File: src/rtl/airq_pkg.sv
// package: register map, field layout and codes of the interrupt register block
package airq_pkg;
  // register indices on the plain port (byte address)
  localparam logic [7:0] ADDR_THRESHOLD = 8'h80;
  localparam logic [7:0] ADDR_SNAPSHOT = 8'h81;
  localparam logic [7:0] ADDR_VECTOR = 8'h82;
  localparam logic [7:0] ADDR_GLOBAL_CFG = 8'h83;
  localparam logic [7:0] ADDR_INT_CHANNEL = 8'h84;
  localparam logic [7:0] ADDR_BYTE_COUNT = 8'h85;
  localparam logic [7:0] ADDR_INT_TYPE = 8'h86;
  localparam logic [7:0] ADDR_RX_FIFO = 8'h87;
  localparam logic [7:0] ADDR_UPDATE_CMD = 8'h8C;

  // reset values
  localparam logic [7:0] THRESHOLD_RST = 8'h00;
  localparam logic [7:0] VECTOR_RST = 8'h0F;
  localparam logic [1:0] VCFG_RST = 2'h0;
  localparam logic [7:0] ZERO8 = 8'h00;

  // vector configuration field values
  localparam logic [1:0] VCFG_PLAIN = 2'h1;
  localparam logic [1:0] VCFG_TYPE = 2'h3;

  // snapshot classes in bits 7:6
  localparam logic [1:0] CLS_OTHER = 2'h0;
  localparam logic [1:0] CLS_TX = 2'h1;
  localparam logic [1:0] CLS_RX_OK = 2'h2;
  localparam logic [1:0] CLS_RX_ERR = 2'h3;

  // other-class source codes in bits 5:1
  localparam logic [4:0] SRC_NONE = 5'h00;
  localparam logic [4:0] SRC_COS = 5'h01;
  localparam logic [4:0] SRC_ADDR = 5'h02;
  localparam logic [4:0] SRC_FLOW = 5'h03;
  localparam logic [4:0] SRC_WDOG = 5'h04;
  localparam logic [4:0] SRC_BREAK = 5'h05;
  localparam logic [4:0] SRC_TIMER = 5'h06;
  localparam logic [4:0] SRC_LOOPERR = 5'h07;

  // interrupt-type register: receive codes are inverted against the snapshot
  localparam logic [1:0] TYP_RX_ERR = 2'h2;
  localparam logic [1:0] TYP_RX_OK = 2'h3;

  // bid slots of the arbiter, six of them driven
  localparam int NUM_SRC = 10;
endpackage : airq_pkg

File: src/rtl/airq_bid_arb.sv
// arbitration loop: picks the highest valid bid, among receivers only while the watchdog is pending
`timescale 1ns/1ps
module airq_bid_arb (
  // bids: priority in 10:3, channel in 2:0
  input wire logic [airq_pkg::NUM_SRC*11-1:0] bid_flat,
  input wire logic [airq_pkg::NUM_SRC-1:0] bid_valid,
  input wire logic [airq_pkg::NUM_SRC-1:0] bid_is_rx,
  // receiver watchdog pending: only receiver bids compete
  input wire logic wdog_pending,
  // result
  output logic win_valid,
  output logic [3:0] win_index,
  output logic [10:0] win_bid
);
  always_comb begin
    win_valid = 1'b0;
    win_index = 4'h0;
    win_bid = 11'h000;
    for (int i = 0; i < airq_pkg::NUM_SRC; i++) begin
      if (bid_valid[i] && (!wdog_pending || bid_is_rx[i]) &&
          (!win_valid || bid_flat[i*11 +: 11] > win_bid)) begin
        win_valid = 1'b1;
        win_index = 4'(i);
        win_bid = bid_flat[i*11 +: 11];
      end
    end
  end
endmodule : airq_bid_arb

File: src/rtl/airq_regs.sv
// interrupt snapshot, threshold, vector and global interrupt registers
//
// Contract
// - request only when winning priority exceeds threshold
// - winner below threshold loads snapshot zero
// - watchdog pending: threshold ignored, receivers only
// - bid upper bits priority, low three channel
// - write to update address refreshes snapshot
// - acknowledge cycle start captures winner
// - snapshot frozen between capture events
// - snapshot 7:6 hold interrupt class
// - other-class source codes in 5:1
// - tx/rx count code in 5:1
// - snapshot bit 0 names channel
// - config 01 gives plain vector
// - vector bits modified by configuration field
// - global reads follow snapshot channel
// - channel register bit 0, rest zero
// - byte count latched, 256 reads zero
// - type register layout, receive codes inverted
// - global receive read pops snapshot channel
//
// Strobed register access and the register offsets were left to the implementer.
`timescale 1ns/1ps
module airq_regs (
  // clock and reset
  input wire logic clk,
  input wire logic rst,
  // register port
  input wire logic [7:0] reg_addr,
  input wire logic [7:0] reg_wdata,
  input wire logic reg_wr,
  input wire logic reg_rd,
  output logic [7:0] reg_rdata,
  // interrupt pins
  input wire logic interrupt_acknowledge_n,
  output logic interrupt_request_n,
  output logic [7:0] vector_out,
  output logic vector_out_en_n,
  // per channel pending sources, bit order: cos, addr, flow, wdog, break,
  // timer, looperr
  input wire logic [6:0] src_pend_a,
  input wire logic [6:0] src_pend_b,
  input wire logic [7:0] src_prio_a,
  input wire logic [7:0] src_prio_b,
  // fifo status per channel
  input wire logic tx_req_a,
  input wire logic tx_req_b,
  input wire logic rx_req_a,
  input wire logic rx_req_b,
  input wire logic rx_err_a,
  input wire logic rx_err_b,
  input wire logic [7:0] tx_prio_a,
  input wire logic [7:0] tx_prio_b,
  input wire logic [7:0] rx_prio_a,
  input wire logic [7:0] rx_prio_b,
  input wire logic [8:0] transmit_empty_slots_a,
  input wire logic [8:0] transmit_empty_slots_b,
  input wire logic [8:0] receive_fill_level_a,
  input wire logic [8:0] receive_fill_level_b,
  // receive fifo data and pop
  input wire logic [7:0] rx_data_a,
  input wire logic [7:0] rx_data_b,
  output logic rx_pop_a,
  output logic rx_pop_b
);
  // ------------------------------------------------------------------
  // input synchronisers
  // ------------------------------------------------------------------
  logic ack_s1_ff, ack_s2_ff, ack_d_ff;
  logic nxt_ack_s1, nxt_ack_s2, nxt_ack_d;

  // ------------------------------------------------------------------
  // register state
  // ------------------------------------------------------------------
  logic [7:0] arbitration_threshold_ff, nxt_arbitration_threshold;
  logic [7:0] interrupt_vector_byte_ff, nxt_interrupt_vector_byte;
  logic [1:0] vector_config_field_ff, nxt_vector_config_field;
  logic [7:0] current_interrupt_snapshot_ff, nxt_snapshot;
  logic [8:0] count_ff, nxt_count;
  logic [7:0] rdata_ff, nxt_rdata;
  logic irq_n_ff, nxt_irq_n;
  logic [7:0] vec_ff, nxt_vec;
  logic vec_en_n_ff, nxt_vec_en_n;

  // ------------------------------------------------------------------
  // bids
  // ------------------------------------------------------------------
  localparam int NS = airq_pkg::NUM_SRC;
  logic [NS*11-1:0] bid_flat;
  logic [NS-1:0] bid_valid, bid_is_rx;
  logic win_valid;
  logic [3:0] win_index;
  logic [10:0] win_bid;
  logic wdog_pending;

  function automatic logic [10:0] mk_bid(input logic [7:0] p,
                                         input logic ch);
    mk_bid = {p, 2'b00, ch};
  endfunction : mk_bid

  // source index: 0/1 other, 2/3 tx, 4/5 rx, channel a then b in each pair
  always_comb begin
    bid_flat = '0;
    bid_valid = '0;
    bid_is_rx = '0;
    // channel a other sources share one priority, one bidder for lowest
    for (int i = 0; i < 3; i++) begin
      bid_valid[i] = 1'b0;
    end
    bid_valid[0] = |src_pend_a;
    bid_flat[0*11 +: 11] = mk_bid(src_prio_a, 1'b0);
    bid_valid[1] = |src_pend_b;
    bid_flat[1*11 +: 11] = mk_bid(src_prio_b, 1'b1);
    bid_valid[2] = tx_req_a;
    bid_flat[2*11 +: 11] = mk_bid(tx_prio_a, 1'b0);
    bid_valid[3] = tx_req_b;
    bid_flat[3*11 +: 11] = mk_bid(tx_prio_b, 1'b1);
    bid_valid[4] = rx_req_a;
    bid_is_rx[4] = 1'b1;
    bid_flat[4*11 +: 11] = mk_bid(rx_prio_a, 1'b0);
    bid_valid[5] = rx_req_b;
    bid_is_rx[5] = 1'b1;
    bid_flat[5*11 +: 11] = mk_bid(rx_prio_b, 1'b1);
  end

  assign wdog_pending = src_pend_a[3] | src_pend_b[3];

  airq_bid_arb u_arb (
    .bid_flat(bid_flat),
    .bid_valid(bid_valid),
    .bid_is_rx(bid_is_rx),
    .wdog_pending(wdog_pending),
    .win_valid(win_valid),
    .win_index(win_index),
    .win_bid(win_bid)
  );

  // ------------------------------------------------------------------
  // winner decode
  // ------------------------------------------------------------------
  logic above;
  logic win_ch;
  logic [7:0] win_code;
  logic [8:0] win_count;

  function automatic logic [4:0] src_code(input logic [6:0] p);
    src_code = airq_pkg::SRC_NONE;
    for (int k = 6; k >= 0; k--) begin
      if (p[k]) begin
        src_code = 5'(k + 1);
      end
    end
  endfunction : src_code

  // coarse count: 0 => >=1, 1 => >=16, then one step per 8 characters
  function automatic logic [4:0] cnt_code(input logic [8:0] n);
    if (n < 9'd16) begin
      cnt_code = 5'h00;
    end else begin
      cnt_code = 5'(((n - 9'd16) >> 3) + 9'd1);
    end
  endfunction : cnt_code

  always_comb begin
    win_ch = win_bid[0];
    above = win_valid && (wdog_pending ||
            win_bid[10:3] > arbitration_threshold_ff);
    win_code = airq_pkg::ZERO8;
    win_count = 9'h000;
    unique case (win_index)
      4'h0: win_code = {airq_pkg::CLS_OTHER, src_code(src_pend_a), 1'b0};
      4'h1: win_code = {airq_pkg::CLS_OTHER, src_code(src_pend_b), 1'b1};
      4'h2: begin
        win_code = {airq_pkg::CLS_TX, cnt_code(transmit_empty_slots_a), 1'b0};
        win_count = transmit_empty_slots_a;
      end
      4'h3: begin
        win_code = {airq_pkg::CLS_TX, cnt_code(transmit_empty_slots_b), 1'b1};
        win_count = transmit_empty_slots_b;
      end
      4'h4: begin
        win_code = {rx_err_a ? airq_pkg::CLS_RX_ERR : airq_pkg::CLS_RX_OK,
                    cnt_code(receive_fill_level_a), 1'b0};
        win_count = receive_fill_level_a;
      end
      4'h5: begin
        win_code = {rx_err_b ? airq_pkg::CLS_RX_ERR : airq_pkg::CLS_RX_OK,
                    cnt_code(receive_fill_level_b), 1'b1};
        win_count = receive_fill_level_b;
      end
      default: win_code = airq_pkg::ZERO8;
    endcase
    if (!above) begin
      win_code = airq_pkg::ZERO8;
    end
  end

  // ------------------------------------------------------------------
  // capture, register writes, reads
  // ------------------------------------------------------------------
  logic ack_start, upd_cmd, capture;
  logic snap_ch;
  logic [1:0] snap_cls;
  logic [7:0] type_reg;

  assign ack_start = ack_d_ff & ~ack_s2_ff;
  assign upd_cmd = reg_wr && reg_addr == airq_pkg::ADDR_UPDATE_CMD;
  assign capture = ack_start | upd_cmd;
  assign snap_ch = current_interrupt_snapshot_ff[0];
  assign snap_cls = current_interrupt_snapshot_ff[7:6];

  always_comb begin
    type_reg = airq_pkg::ZERO8;
    if (snap_cls == airq_pkg::CLS_RX_ERR) begin
      type_reg[7:6] = airq_pkg::TYP_RX_ERR;
    end else if (snap_cls == airq_pkg::CLS_RX_OK) begin
      type_reg[7:6] = airq_pkg::TYP_RX_OK;
    end else if (snap_cls == airq_pkg::CLS_TX) begin
      type_reg[5] = 1'b1;
    end else begin
      type_reg[2:0] = current_interrupt_snapshot_ff[3:1];
    end
  end

  always_comb begin
    nxt_ack_s1 = interrupt_acknowledge_n;
    nxt_ack_s2 = ack_s1_ff;
    nxt_ack_d = ack_s2_ff;
    nxt_arbitration_threshold = arbitration_threshold_ff;
    nxt_interrupt_vector_byte = interrupt_vector_byte_ff;
    nxt_vector_config_field = vector_config_field_ff;
    nxt_snapshot = current_interrupt_snapshot_ff;
    nxt_count = count_ff;
    nxt_rdata = rdata_ff;
    rx_pop_a = 1'b0;
    rx_pop_b = 1'b0;
    if (capture) begin
      nxt_snapshot = win_code;
      nxt_count = win_count;
    end
    if (reg_wr) begin
      unique case (reg_addr)
        airq_pkg::ADDR_THRESHOLD: nxt_arbitration_threshold = reg_wdata;
        airq_pkg::ADDR_VECTOR: nxt_interrupt_vector_byte = reg_wdata;
        airq_pkg::ADDR_GLOBAL_CFG: nxt_vector_config_field = reg_wdata[2:1];
        default: ;
      endcase
    end
    if (reg_rd) begin
      unique case (reg_addr)
        airq_pkg::ADDR_THRESHOLD: nxt_rdata = arbitration_threshold_ff;
        airq_pkg::ADDR_SNAPSHOT: nxt_rdata = current_interrupt_snapshot_ff;
        airq_pkg::ADDR_VECTOR: nxt_rdata = interrupt_vector_byte_ff;
        airq_pkg::ADDR_GLOBAL_CFG:
          nxt_rdata = {5'h00, vector_config_field_ff, 1'b0};
        airq_pkg::ADDR_INT_CHANNEL: nxt_rdata = {7'h00, snap_ch};
        airq_pkg::ADDR_BYTE_COUNT: nxt_rdata = count_ff[7:0];
        airq_pkg::ADDR_INT_TYPE: nxt_rdata = type_reg;
        airq_pkg::ADDR_RX_FIFO: begin
          nxt_rdata = snap_ch ? rx_data_b : rx_data_a;
          rx_pop_a = ~snap_ch;
          rx_pop_b = snap_ch;
        end
        default: nxt_rdata = airq_pkg::ZERO8;
      endcase
    end else begin
      nxt_rdata = airq_pkg::ZERO8;
    end
  end

  // ------------------------------------------------------------------
  // request pin and vector drive
  // ------------------------------------------------------------------
  always_comb begin
    nxt_irq_n = ~above;
    nxt_vec = vec_ff;
    nxt_vec_en_n = 1'b1;
    if (!ack_s2_ff && vector_config_field_ff != 2'h0) begin
      nxt_vec_en_n = 1'b0;
    end
    if (ack_start) begin
      nxt_vec = interrupt_vector_byte_ff;
      if (vector_config_field_ff == airq_pkg::VCFG_TYPE) begin
        nxt_vec[2:1] = win_code[7:6];
      end
      if (vector_config_field_ff > airq_pkg::VCFG_PLAIN) begin
        nxt_vec[0] = win_code[0];
      end
    end
  end

  always_ff @(posedge clk) begin
    if (rst) begin
      ack_s1_ff <= 1'b1;
      ack_s2_ff <= 1'b1;
      ack_d_ff <= 1'b1;
      arbitration_threshold_ff <= airq_pkg::THRESHOLD_RST;
      interrupt_vector_byte_ff <= airq_pkg::VECTOR_RST;
      vector_config_field_ff <= airq_pkg::VCFG_RST;
      current_interrupt_snapshot_ff <= airq_pkg::ZERO8;
      count_ff <= 9'h000;
      rdata_ff <= airq_pkg::ZERO8;
      irq_n_ff <= 1'b1;
      vec_ff <= airq_pkg::ZERO8;
      vec_en_n_ff <= 1'b1;
    end else begin
      ack_s1_ff <= nxt_ack_s1;
      ack_s2_ff <= nxt_ack_s2;
      ack_d_ff <= nxt_ack_d;
      arbitration_threshold_ff <= nxt_arbitration_threshold;
      interrupt_vector_byte_ff <= nxt_interrupt_vector_byte;
      vector_config_field_ff <= nxt_vector_config_field;
      current_interrupt_snapshot_ff <= nxt_snapshot;
      count_ff <= nxt_count;
      rdata_ff <= nxt_rdata;
      irq_n_ff <= nxt_irq_n;
      vec_ff <= nxt_vec;
      vec_en_n_ff <= nxt_vec_en_n;
    end
  end

  assign reg_rdata = rdata_ff;
  assign interrupt_request_n = irq_n_ff;
  assign vector_out = vec_ff;
  assign vector_out_en_n = vec_en_n_ff;

  // ------------------------------------------------------------------
  // assertions
  // ------------------------------------------------------------------
  a_irq_follows: assert property (@(posedge clk) disable iff (rst)
    !above |=> interrupt_request_n)
    else $error("request asserted while no bid above threshold");
  a_irq_drops: assert property (@(posedge clk) disable iff (rst)
    above ##1 !above |=> interrupt_request_n)
    else $error("request not released");
  a_snap_zero: assert property (@(posedge clk) disable iff (rst)
    capture && !above |=> current_interrupt_snapshot_ff == 8'h00)
    else $error("snapshot not zero below threshold");
  a_snap_frozen: assert property (@(posedge clk) disable iff (rst)
    !capture |=> $stable(current_interrupt_snapshot_ff))
    else $error("snapshot changed without capture");
  a_upd_capture: assert property (@(posedge clk) disable iff (rst)
    upd_cmd |=> current_interrupt_snapshot_ff == $past(win_code))
    else $error("update command did not capture winner");
  a_ack_capture: assert property (@(posedge clk) disable iff (rst)
    $fell(ack_s2_ff) |=> current_interrupt_snapshot_ff == $past(win_code))
    else $error("acknowledge did not capture winner");
  a_chan_read: assert property (@(posedge clk) disable iff (rst)
    reg_rd && reg_addr == airq_pkg::ADDR_INT_CHANNEL
    |=> reg_rdata == {7'h00, $past(snap_ch)})
    else $error("channel register wrong");
  a_rx_pop: assert property (@(posedge clk) disable iff (rst)
    reg_rd && reg_addr == airq_pkg::ADDR_RX_FIFO
    |-> rx_pop_b == snap_ch && rx_pop_a == !snap_ch)
    else $error("pop went to wrong channel");
  a_vec_plain: assert property (@(posedge clk) disable iff (rst)
    ack_start && vector_config_field_ff == airq_pkg::VCFG_PLAIN
    |=> vector_out == $past(interrupt_vector_byte_ff))
    else $error("plain vector modified");
endmodule : airq_regs

File: config.mk
export PLATFORM = sky130hd
export DESIGN_NAME = airq_regs
export DESIGN_NICKNAME = d
export VERILOG_FILES = /design/src/rtl/airq_pkg.sv /design/src/rtl/airq_bid_arb.sv /design/src/rtl/airq_regs.sv
export SDC_FILE = /design/constraint.sdc
export NUM_CORES = 1
export LEC_CHECK = 0
export ABC_AREA = 1
export ABC_CLOCK_PERIOD_IN_PS = 12540
export BUFFER_PORTS_ARGS = -buffer_cell sky130_fd_sc_hd__buf_2
export CORE_ASPECT_RATIO = 1.5
export CORE_MARGIN = 3
export CORE_UTILIZATION = 45
export DETAILED_ROUTE_END_ITERATION = 12
export GPL_TIMING_DRIVEN = 0
export PLACE_DENSITY = 0.68
export SYNTH_ARGS = -nofsm -noshare
export SYNTH_HDL_FRONTEND = slang
export SYNTH_HIERARCHICAL = 1
export SYNTH_SLANG_ARGS = --single-unit
File: constraint.sdc
create_clock -name clk -period 12.54 [get_ports clk]
set_input_delay 1.881 -clock clk [delete_from_list [all_inputs] [get_ports clk]]
set_output_delay 1.881 -clock clk [all_outputs]
set_load 0.03 [all_outputs]
Yosys cells after proc, flatten, opt, wreduce, memory -nomap -nowiden. Index checks and enable logic that the tools add are counted.

Add/subtract/negate cells: 8. Order comparisons: 11. Equality and inequality tests: 18. Reductions and logical operators: 33. Mux-type cells: 57. Bitwise logic cells: 7.

Operators by type and width (count): 5-bit 2-to-1 mux (16); 8-bit == test, second input constant (9); 11-bit 2-to-1 mux (6); 8-bit case mux with 8 select lines (1); 11-bit > comparator (5); 8-bit case mux with 6 select lines (1); 9-bit by 5-bit < comparator with 1-bit output, second input constant (4); 8-bit case mux with 4 select lines (1); 8-bit by 5-bit subtractor with 8-bit output, second input constant (4); 3-bit 2-to-1 mux (7); 5-bit by 1-bit adder with 5-bit output, second input constant (4); 1-bit 2-to-1 mux (18); 8-bit 2-to-1 mux (2); 7-bit OR reduction (2); 1-bit logical AND (12); 2-bit 2-to-1 mux (5); 4-bit by 2-bit == test with 1-bit output, second input constant (2); 4-bit by 3-bit == test with 1-bit output, second input constant (2); 8-bit > comparator (1); 1-bit logical NOT (7); 2-bit == test, second input constant (3); 1-bit logical OR (6); 2-bit AND reduction (3); 4-bit by 1-bit == test with 1-bit output, second input constant (1); 8 further kinds (12).

Register bits: 55. Input port bits: 141. Logic and storage cells: 146. Output and inout port bits: 20.

Longest topological paths before layout. Gate-level depths: netlist of the first run.

Depth after elaboration: 29. Depth in mapped cells: 137. Depth with buffers taken out: 130.

Hierarchy. Netlist of the first run, hierarchy kept.

Modules (own cells, without submodules): airq_bid_arb (area each 4027.6 um^2, instances 1, seq. area each 0.0 um^2, cells an instance 670); airq_regs (area each 3832.4 um^2, instances 1, seq. area each 1101.1 um^2, cells an instance 611).

Worst setup path after synthesis of the first run. No wires, ideal clock.

Kind: input-to-reg. Start: in src_pend_b[3]. End: reg current_interrupt_snapshot_ff[1]. Buffers on the path: 6. Path slack: 1879 ps. Stages on the path: 74. Arrival: 10533 ps. Data required time: 12412 ps. Library setup time: 128 ps. Path through: nor2_1 > inv_1 > inv_2 > o21ai_4 > inv_2 > buf_2 > nand2_1 > ha_1 > nand2_1 > inv_2 > nand2_1 > nor2_1 > nand2_1 > nand3_1 > nand2_1 > nand2_2 > nand2_2 > buf_2 > [... 38 more ...] > clkbuf_1 > nand2_1 > o21ai_1 > nand2_2 > nand3_2 > nand3_2 > nand3_1 > nand2_1 > ha_1 > a21o_1 > nor2_1 > nand2_1 > nand2_1 > nand2_1 > nand3_1 > nor2_1 > nor2_1 > nor2_1.

Cells in the longest elaborated chain, start to end: 28. Elaborated cells on any way between the ends: 59. Classes of those cells: 6 x order compare; 5 x eq/ne; 23 x mux; 1 x bitwise; 24 x reduce/logical.

Ends and longest elaborated chain: from (decl) (RTL line airq_regs.sv:43) `input wire logic [6:0] src_pend_b,`; 1-bit bitwise OR (*) (RTL line airq_regs.sv:127) `assign wdog_pending = src_pend_a[3] | src_pend_b[3];`; net wdog_pending (RTL line airq_regs.sv:95) `logic wdog_pending;`; 1-bit logical NOT (*); 1-bit logical AND (RTL line airq_bid_arb.sv:20) `if (bid_valid[i] && (!wdog_pending || bid_is_rx[i]) &&`; 11-bit 2-to-1 mux / 1-bit 2-to-1 mux (equally long branches) (RTL line airq_bid_arb.sv:20); 11-bit > comparator / 1-bit logical NOT (equally long branches) (RTL line airq_bid_arb.sv:21) `(!win_valid || bid_flat[i*11 +: 11] > win_bid)) begin`; 1-bit logical OR (RTL line airq_bid_arb.sv:21); 1-bit logical AND (RTL line airq_bid_arb.sv:20); [... 14 more ...]; 1-bit logical OR (RTL line airq_bid_arb.sv:21); 1-bit logical AND (RTL line airq_bid_arb.sv:20); 11-bit 2-to-1 mux (*) (RTL line airq_bid_arb.sv:20); net win_bid[10] (RTL line airq_regs.sv:94) `logic [10:0] win_bid;`; 8-bit > comparator (*) (RTL line airq_regs.sv:168) `win_bid[10:3] > arbitration_threshold_ff);`; 1-bit logical OR (*) (RTL line airq_regs.sv:167) `above = win_valid && (wdog_pending ||`; 1-bit logical AND (*) (RTL line airq_regs.sv:167); 8-bit 2-to-1 mux (*) (RTL line airq_regs.sv:194) `if (!above) begin`; to (signal assigned) (RTL line airq_regs.sv:301) `current_interrupt_snapshot_ff <= airq_pkg::ZERO8;`; to (signal assigned) (RTL line airq_regs.sv:314) `current_interrupt_snapshot_ff <= nxt_snapshot;`; to (decl) (RTL line airq_regs.sv:79) `logic [7:0] current_interrupt_snapshot_ff, nxt_snapshot;`.

Mark *: on every way through the listed nets, which the timed path passes. The rest lies on a longest branch. A chain may end at the register's enable or synchronous reset.

Final worst setup path of the first run.
Start: in src_pend_b[3]. End: reg irq_n_ff, in the netlist interrupt_request_n.

Cells in the longest elaborated chain, start to end: 28. Elaborated cells on any way between the ends: 43. Classes of those cells: 6 x order compare; 12 x mux; 2 x bitwise; 23 x reduce/logical.

Ends and longest elaborated chain: 1-bit bitwise OR (*) (RTL line airq_regs.sv:127); net wdog_pending (RTL line airq_regs.sv:95); 1-bit logical NOT (*); 1-bit logical AND (RTL line airq_bid_arb.sv:20); 11-bit 2-to-1 mux / 1-bit 2-to-1 mux (equally long branches) (RTL line airq_bid_arb.sv:20); 11-bit > comparator / 1-bit logical NOT (equally long branches) (RTL line airq_bid_arb.sv:21); 1-bit logical OR (RTL line airq_bid_arb.sv:21); 1-bit logical AND (RTL line airq_bid_arb.sv:20); [... 14 more ...]; 1-bit logical OR (RTL line airq_bid_arb.sv:21); 1-bit logical AND (RTL line airq_bid_arb.sv:20); 11-bit 2-to-1 mux (*) (RTL line airq_bid_arb.sv:20); net win_bid[4] (RTL line airq_regs.sv:94); 8-bit > comparator (*) (RTL line airq_regs.sv:168); 1-bit logical OR (*) (RTL line airq_regs.sv:167); 1-bit logical AND (*) (RTL line airq_regs.sv:167); 1-bit NOT (*) (RTL line airq_regs.sv:276) `nxt_irq_n = ~above;`; to (signal assigned) (RTL line airq_regs.sv:317) `irq_n_ff <= nxt_irq_n;`; to (decl) (RTL line airq_regs.sv:82) `logic irq_n_ff, nxt_irq_n;`.

Marks and branches as above.

==> results.json, run 1 <==
{
  "finalClockSkew_ns": 0.00553,
  "intPower_uw": 596,
  "endpoint_kind": "register",
  "fin_crit_sh_pct": 90.3,
  "drc": 0,
  "r2r_slack_ns": 10.61,
  "wirelength_mm": 23.1,
  "clockPowerShare_pct": 14.2,
  "ys.warnings.count": 6,
  "ff2ff_path_depth": 7,
  "tightest_slew_ns": 0.746,
  "place_congestion": 0.891,
  "clk_path_buf_depth": 2,
  "grt_pass1_wl_mm": 37.9,
  "drt-pass1-iter-count": 6,
  "crit_top_cell": "nand2_1",
  "p_seq_share_pct": 15.9,
  "vias": 8878,
  "max_cap_violations": 0,
  "combPwrFrac_pct": 69.9,
  "holdCritStartpoint": "ack_s1_ff",
  "slowest_stage": "ha_1",
  "crit_type": "input pin to register",
  "regToRegEndpoint": "count_ff[2]",
  "cp.required_ns": 12.72,
  "antenna_found_initial": 2,
  "io_buffers": 160,
  "fin_crit_ns": 11.32,
  "grt_overflow_total": 0,
  "max_stage_delay_ns": 0.30,
  "hold_path_depth": 1,
  "core_region_area_um2": 16900,
  "cts-htree-levels": 2,
  "cp_max_fo": 10,
  "r2r_start": "ack_d_ff",
  "ir_drop_mv": 0.0640,
  "hold_violations": 0,
  "hold_buffers": 0,
  "die_y_um": 167,
  "pre_cts_ws_ns": -0.215,
  "net-switching-power_uw": 580,
  "wl_per_cell_um": 13.0,
  "setup_viol": 0,
  "final_nets": 1823,
  "max-slew-margin-rel_pct": 50.1,
  "rsz0062_at_grt": "no",
  "drt_iter0_drc": 327,
  "fin_ws_ns": 1.22,
  "hold_class": "register to register",
  "ios": 161,
  "die_area_um2": 19000,
  "fin_setup_tns_ns": 0,
  "clk-insertion-delay-late_ns": 0.30,
  "area_delta_synth_final_pct": 22.6,
  "status": "finished clean",
  "numCtsBuffers": 5,
  "drive_above_1_share_pct": 19.0,
  "synthesis.area_um2": 7820,
  "cts_tree": "yes",
  "syn_inst": 1272,
  "cts.sinks": 55,
  "cts_root_buf": "clkbuf_16",
  "p_per_area_nw_per_um2": 123,
  "antenna_left": 0,
  "grt_pass1_vias": 8394,
  "hold_path_end": "ack_s2_ff",
  "die_w_um": 114,
  "viasPerCell": 5.00,
  "worst_setup_hold_path_clk_slew_ns": 0.07,
  "crit_path_start_kind": "input pin",
  "crit_arrival_ns": 11.50,
  "maxSlewViolCount": 0,
  "rows": 58,
  "grtUsageTotal_pct": 24.0,
  "leakage_uw": 0.00527,
  "timing.fmax_mhz": 88.3,
  "swShare_pct": 49.3,
  "grt_start_max_net_pins": 18,
  "syn_avg_cell_area_um2": 6.15,
  "initial_core_util_pct": 46.3,
  "hpwlAfterDp_mm": 20.2
}
==> placed cells by master (no fill, tap or decap), drive strengths merged, types with 2 or more instances in the layout <==
cell type	n
buf	174
xor2	4
o21ai	123
o2111ai	3
a221oi	4
clkbuf	21
inv	168
nand4	20
a21oi	92
dfxtp	55
nand2	367
nor2	96
and2	14
xnor2	4
and3	2
o22ai	13
nand3	107
a31oi	2
ha	118
o31ai	2
nand3b	5
or2	12
conb	126
clkinv	2
nor4	2
o41ai	3
o21a	3
a22o	4
nor3	9
a21o	4
==> worst max-delay path by stage <==
| stage | start | end | slack (ns) | cells after the start |
|---|---|---|---|---|
| detailed placement | src_pend_b[3] | vector_out[2] | -0.21 | 78 |
| global route | src_pend_b[3] | current_interrupt_snapshot_ff[4] | 0.0002 | 80 |
| global placement | src_pend_b[3] | vector_out[2] | -0.08 | 78 |
| floorplan | src_pend_b[3] | current_interrupt_snapshot_ff[1] | 1.88 | 74 |
| CTS | src_pend_b[3] | current_interrupt_snapshot_ff[4] | 0.06 | 76 |
| finish | src_pend_b[3] | interrupt_request_n | 1.22 | 79 |
==> power groups by stage <==
stage | sequential, uW | clock, uW | combinational (uW)
3_3_place_gp | 190 | 0 | 787
3_5_place_dp | 190 | 0 | 801
4_1_cts | 186 | 165 | 804
2_1_floorplan | 192 | 0 | 614
5_1_grt | 187 | 175 | 958
6_report | 187 | 167 | 822
==> per-stage QoR <==
step                      cells  total power [uW]  instance area (um2)  hold WS, ns  utilization, %
after floorplan            1396               807                 8290        0.389               -
after global placement     1766               978                 9350        0.392            55.3
after detailed placement   1766               991                 9350        0.397            55.3
after CTS                  1774              1160                 9530        0.415            56.4
after global routing       1776              1320                 9590        0.448            56.7
final                      1776              1180                 9590        0.413            56.7
==> routing by layer <==
metal | routed length, um | GRT usage (%)
met4 | 579 | 6.01
met1 | 9400 | 28.3
met5 | 7 | 0
met2 | 12100 | 45.6
met3 | 1030 | 1.95
==> layout make-up <==
class	instances	area, um2
Multi-Input combinational cell	1144	6440
Buffer	28	161
Clock buffer	6	139
Timing Repair Buffer	161	808
Sequential cell	55	1100
Inverter	169	638
Clock inverter	2	38.8
Antenna cell	1	2.50
Tap cell	210	263
Fill cell	1812	7320
==> state kept, by name, indices dropped and copies added (netlist names), 2 cells and up <==
| signal | cells |
|---|---|
| vector_config_field_ff | 2 |
| reg_rdata | 8 |
| current_interrupt_snapshot_ff | 8 |
| interrupt_vector_byte_ff | 8 |
| count_ff | 8 |
| vector_out | 8 |
| arbitration_threshold_ff | 8 |
==> repair_timing <==
action | in CTS | in global routing
resized for setup | 0 | 36
setup endpoints to repair | 0 | 20
setup buffers | 0 | 1
==> worst max-delay path, delay by kind of cell <==
family | cells | cell delay, ns
AOI/OAI and AO/OA | 15 | 1.99
buffers and inverters | 12 | 1.97
adders and majority gates | 6 | 1.59
and+or+nand+nor | 46 | 4.07
Note: power is estimated with default switching activity, not from simulation.
==> run 2: changes to the inputs <==
- ABC_CLOCK_PERIOD_IN_PS: 12540 -> 9800
- PLACE_DENSITY: 0.68 -> 0.7
- clock period: 12.54 -> 9.8 ns (I/O delays scaled with it)
==> run 2 against run 1 <==
  * The run now ends with setup timing left
  * Highest routed layer unchanged
  * Non-clock buffer count rose by 64
  * Register-to-register slack got worse by 2.7 ns
  * Global-route usage increased by 1.3 points
  * Sequential share of layout area shrank 2.1 points
  * Total power up 71%
  * Flip-flop and latch count did not move
  * Clock power grew 11%
==> results.json, run 2 (synthesis results as in run 1) <==
{
  "max-slew-margin-rel_pct": 52.2,
  "crit_top_cell": "nand2_2",
  "setup_viol": 20,
  "cts_root_buf": "clkbuf_16",
  "place_congestion": 0.905,
  "finalClockSkew_ns": 0.00332,
  "cts-htree-levels": 2,
  "crit_family": "simple AND/OR/NAND/NOR gates",
  "grt_pass1_vias": 8865,
  "cp_max_fo": 7,
  "die_area_um2": 19000,
  "pre_cts_ws_ns": -2.06,
  "cts.sinks": 55,
  "regToRegEndpoint": "count_ff[5]",
  "viasPerCell": 5.34,
  "cts_tree": "yes",
  "p_seq_share_pct": 11.9,
  "p_total_uw": 2010,
  "crit_type": "input pin to register",
  "grt_pass1_wl_mm": 40.0,
  "timing.fmax_mhz": 93.9,
  "dp.cells": 1766,
  "hold_violations": 0,
  "slowest_stage": "ha_1",
  "fin_crit_sh_pct": 109,
  "final_nets": 1888,
  "finalCoreUtilization_pct": 69.5,
  "ff2ff_path_depth": 7,
  "initial_core_util_pct": 46.3,
  "r2r_start": "ack_d_ff",
  "hold_path_end": "ack_s2_ff",
  "die_w_um": 114,
  "intPower_uw": 1000,
  "numCtsBuffers": 5,
  "status": "complete, but fails checks",
  "ir_drop_mv": 0.0814,
  "r2r_slack_ns": 7.89,
  "antenna_found_initial": 2,
  "fin_ws_ns": -0.846,
  "leakage_uw": 0.00594,
  "ios": 161,
  "grtUsageTotal_pct": 25.2,
  "final_cell_mix": "272 x nand2_1, 162 x buf_2, 143 x inv_1, 126 x conb_1, 87 x ha_1",
  "hold_path_depth": 1,
  "fin_cells": 1840,
  "cp.required_ns": 10.03,
  "fillers": 1435,
  "worst_setup_hold_path_clk_slew_ns": 0.07,
  "maxSlewViolCount": 0,
  "fin_crit_ns": 10.65,
  "clk-insertion-delay-late_ns": 0.29,
  "core_region_area_um2": 16900,
  "diodes": 0,
  "p_per_area_nw_per_um2": 171,
  "final_common_cell": "nand2_1",
  "rsz0062_at_grt": "yes",
  "hold_buffers": 0,
  "drt-pass1-iter-count": 5,
  "drive_above_1_share_pct": 35.2,
  "max_stage_delay_ns": 0.36,
  "wirelength_mm": 29.3,
  "drt_iter0_drc": 523,
  "die_y_um": 167,
  "worst-path-buf-inv": 14,
  "combPwrFrac_pct": 78.9,
  "swShare_pct": 50.1,
  "rows": 58,
  "crit_path_start_kind": "input pin",
  "hold_ws_ns": 0.412,
  "grt_start_max_net_pins": 17,
  "violations": "setup timing",
  "clockPowerShare_pct": 9.2,
  "net-switching-power_uw": 1010,
  "tightest_slew_ns": 0.714,
  "drc": 0,
  "clk_path_buf_depth": 2,
  "grt_overflow_total": 0,
  "io_buffers": 160,
  "max_cap_violations": 0,
  "antenna_left": 0,
  "hpwlAfterDp_mm": 20.1,
  "area_delta_synth_final_pct": 50.2,
  "endpoint_kind": "register",
  "holdCritStartpoint": "ack_s1_ff",
  "wl_per_cell_um": 15.9,
  "crit_arrival_ns": 10.87,
  "vias": 9824,
  "hold_class": "register to register"
}
-- run 2: through the flow --
stage,setup TNS [ns],instance area [um2]
6_report,-12.46,11700
4_1_cts,-4.78,10200
2_1_floorplan,0,8300
5_1_grt,-21.22,11700
3_5_place_dp,-39.21,9360
3_3_place_gp,-35.77,9360
-- run 2: power by group through the flow --
| stage | logic [uW] | clock network [uW] | registers, uW |
|---|---|---|---|
| final | 1580 | 185 | 239 |
| after global routing | 1740 | 192 | 239 |
| after global placement | 1010 | 0 | 243 |
| after CTS | 1180 | 183 | 238 |
| after floorplan | 787 | 0 | 246 |
| after detailed placement | 1030 | 0 | 244 |
-- run 2: metal layers --
metal | vias up | wire length (um) | track usage, %
met5 | - | 29 | 0
met4 | 4 | 1710 | 7.74
met3 | 140 | 1530 | 2.28
met2 | 383 | 15400 | 48.1
met1 | 4462 | 10600 | 29.0
li1 | 4835 | - | -
-- run 2: final cells by class --
type / count / area [um2] / share of cell area [%]
well taps: 210 / 263 / 2.24
plain buffers: 28 / 258 / 2.19
inverters: 169 / 648 / 5.52
multi-input cells: 1145 / 7900 / 67.2
clock inverters: 1 / 8.76 / 0.0745
flip-flops and latches: 55 / 1100 / 9.37
clock buffers: 7 / 143 / 1.21
repair buffers: 225 / 1430 / 12.2
-- run 2: how the worst max path moves through the flow --
stage / end / cells after the start / start
2_1_floorplan: current_interrupt_snapshot_ff[1] / 74 / src_pend_b[3]
3_3_place_gp: vector_out[2] / 78 / src_pend_b[3]
3_5_place_dp: vector_out[2] / 78 / src_pend_b[3]
4_1_cts: current_interrupt_snapshot_ff[4] / 75 / src_pend_a[0]
5_1_grt: current_interrupt_snapshot_ff[4] / 80 / src_pend_a[2]
6_report: current_interrupt_snapshot_ff[4] / 76 / src_pend_a[2]
-- run 2: worst register-to-register path, cell delays in order (launching register included) --
cell	delay (ns)
dfxtp_1	0.31
inv_1	0.03
nor2_1	0.54
a21oi_2	0.17
clkinv_1	0.25
buf_2	0.30
o21ai_2	0.09
a21oi_1	0.14
-- run 2: timing repair --
action	CTS	global route
gates resized for setup	122	259
setup buffers	26	30
cloned	9	1
hold endpoints to repair	0	0
pin swaps	46	135
endpoints found under the setup margin	20	20
==> run 3: changes to the inputs <==
- BUFFER_PORTS_ARGS: -buffer_cell sky130_fd_sc_hd__buf_2 -> -buffer_cell sky130_fd_sc_hd__clkbuf_2
- CORE_ASPECT_RATIO: 1.5 -> 1.1
==> run 3 against run 2 <==
  * The flow still finishes with violations (setup timing)
  * Critical endpoint is now current_interrupt_snapshot_ff[2]
  * Non-clock buffer count grew 20
  * Wire length rose by 5.5%
  * Sequential power hardly changed
  * Hold slack improved by 0.023 ns
  * Cell count is 2.1% higher
  * Maximum frequency down 2.6%
  * Sequential share of layout area down 0.10 points
  * Critical path depth rose by 5
  * Register-to-register slack lost 0.07 ns
  * Global-route usage rose by 0.59 points
  * Setup slack got worse by 0.29 ns
  * Final area grew 1.1%
==> results.json, run 3 (synthesis results as in run 1) <==
{
  "hold_path_depth": 1,
  "drt_iter0_drc": 734,
  "area_delta_synth_final_pct": 51.8,
  "regToRegEndpoint": "count_ff[6]",
  "hpwlAfterDp_mm": 19.4,
  "ir_drop_mv": 0.0841,
  "grt_pass1_vias": 9117,
  "endpoint_kind": "register",
  "clk-insertion-delay-late_ns": 0.29,
  "crit_top_cell": "nand2_2",
  "hold_buffers": 0,
  "violations": "setup timing",
  "timing.fmax_mhz": 91.5,
  "fin_crit_sh_pct": 112,
  "fin_setup_tns_ns": -19.97,
  "max_stage_delay_ns": 0.30,
  "cp_max_fo": 8,
  "crit_arrival_ns": 11.16,
  "r2r_start": "ack_s2_ff",
  "drive_above_1_share_pct": 36.1,
  "fin_ws_ns": -1.13,
  "grt_pass1_wl_mm": 41.3,
  "max-slew-margin-rel_pct": 46.3,
  "finalClockSkew_ns": 0.00500,
  "antenna_found_initial": 2,
  "finalCoreUtilization_pct": 71.2,
  "holdCritStartpoint": "ack_s1_ff",
  "net-switching-power_uw": 1000,
  "clockPowerShare_pct": 8.9,
  "worst-path-buf-inv": 14,
  "ff2ff_path_depth": 6,
  "final_common_cell": "nand2_1",
  "worst_setup_hold_path_clk_slew_ns": 0.07,
  "hold_class": "register to register",
  "drc": 0,
  "core_region_area_um2": 16700,
  "wirelength_mm": 30.9,
  "rsz0062_at_grt": "yes",
  "cts.sinks": 55,
  "vias": 10100,
  "io_buffers": 160,
  "die_area_um2": 19000,
  "crit_path_start_kind": "input pin",
  "p_per_area_nw_per_um2": 168,
  "hold_violations": 0,
  "crit_type": "input pin to register",
  "cts_tree": "yes",
  "viasPerCell": 5.40,
  "status": "complete, but fails checks",
  "p_seq_share_pct": 11.9,
  "intPower_uw": 997,
  "r2r_slack_ns": 7.82,
  "cts_root_buf": "clkbuf_16",
  "tightest_slew_ns": 0.803,
  "max_cap_violations": 0,
  "hold_path_end": "ack_s2_ff",
  "fin_crit_ns": 10.93,
  "setup_viol": 20,
  "die_y_um": 144,
  "clk_path_buf_depth": 2,
  "die_w_um": 132,
  "rows": 49,
  "maxSlewViolCount": 0,
  "grt_overflow_total": 0,
  "final_nets": 1907,
  "cts-htree-levels": 2,
  "p_total_uw": 2000,
  "diodes": 0,
  "ios": 161,
  "cp.required_ns": 10.02,
  "leakage_uw": 0.00604,
  "slowest_stage": "ha_1",
  "final_cell_mix": "269 x nand2_1, 157 x clkbuf_2, 138 x inv_1, 126 x conb_1, 87 x ha_1",
  "swShare_pct": 50.1,
  "grtUsageTotal_pct": 25.8,
  "hold_ws_ns": 0.435,
  "crit_family": "simple AND/OR/NAND/NOR gates",
  "numCtsBuffers": 5,
  "wl_per_cell_um": 16.4,
  "initial_core_util_pct": 46.9,
  "place_congestion": 0.951,
  "grt_start_max_net_pins": 17,
  "drt-pass1-iter-count": 6,
  "combPwrFrac_pct": 79.2,
  "antenna_left": 0
}
run 3: cell count changes in the layout (fill, tap and decap cells not counted), moves of 3 or more:
cell | previous run | this run
o22ai_1 | 6 | 10
buf_8 | 13 | 10
buf_2 | 162 | 4
inv_1 | 143 | 138
buf_4 | 45 | 67
nand2_1 | 272 | 269
inv_2 | 20 | 26
nand2_4 | 28 | 32
clkbuf_2 | 0 | 157
run 3: power by group through the flow:
stage / registers, uW / logic, uW / clock network, uW
5_1_grt: 239 / 1730 / 187
4_1_cts: 238 / 1240 / 176
3_5_place_dp: 243 / 1020 / 0
3_3_place_gp: 243 / 1000 / 0
2_1_floorplan: 246 / 787 / 0
6_report: 239 / 1580 / 178
run 3: worst max-delay path by stage:
stage | startpoint | depth (start not counted) | slack, ns | end
global route | src_pend_a[3] | 81 | -1.50 | current_interrupt_snapshot_ff[1]
floorplan | src_pend_b[3] | 74 | 0.03 | current_interrupt_snapshot_ff[1]
detailed placement | src_pend_b[3] | 70 | -1.97 | current_interrupt_snapshot_ff[5]
global placement | src_pend_b[3] | 73 | -1.78 | current_interrupt_snapshot_ff[5]
finish | src_pend_a[3] | 81 | -1.13 | current_interrupt_snapshot_ff[2]
CTS | src_pend_a[0] | 75 | -0.07 | current_interrupt_snapshot_ff[2]
run 3: what timing repair did:
item | 4_1_cts | 5_1_grt
gates resized for setup | 207 | 183
buffers inserted | 49 | 29
gates cloned | 8 | 0
pin swaps | 77 | 126
setup endpoints to repair | 20 | 20
run 3: metrics by stage:
step | std cells | area, um2 | worst slack, ns
2_1_floorplan | 1396 | 8300 | 0.0330
3_5_place_dp | 1785 | 9390 | -1.97
5_1_grt | 1878 | 11900 | -1.50
3_3_place_gp | 1785 | 9390 | -1.78
6_report | 1878 | 11900 | -1.13
4_1_cts | 1850 | 10900 | -0.0700
run 3: layer usage:
layer	up-vias	share of wire (%)	global-route usage (%)
met2	530	47	47.0
met3	173	7.4	3.17
li1	4871	-	-
met4	4	5.9	7.63
met5	-	0.088	0
met1	4571	39	32.2
run 3: cell type report:
type | count | area [um2]
Fill cell | 1311 | 4800
Timing Repair Buffer | 245 | 1560
Sequential cell | 55 | 1100
Clock inverter | 2 | 12.5
Inverter | 169 | 643
Tap cell | 229 | 287
Clock buffer | 6 | 129
Buffer | 28 | 274
Multi-Input combinational cell | 1144 | 7870
run 3: worst reg2reg max path, delay by kind of cell (launching register included):
kind | cells | cell delay [ns]
AO/OA/AOI/OAI | 3 | 0.42
buffers and inverters | 2 | 0.54
flip-flops | 1 | 0.33
AND/OR/NAND/NOR | 1 | 0.62
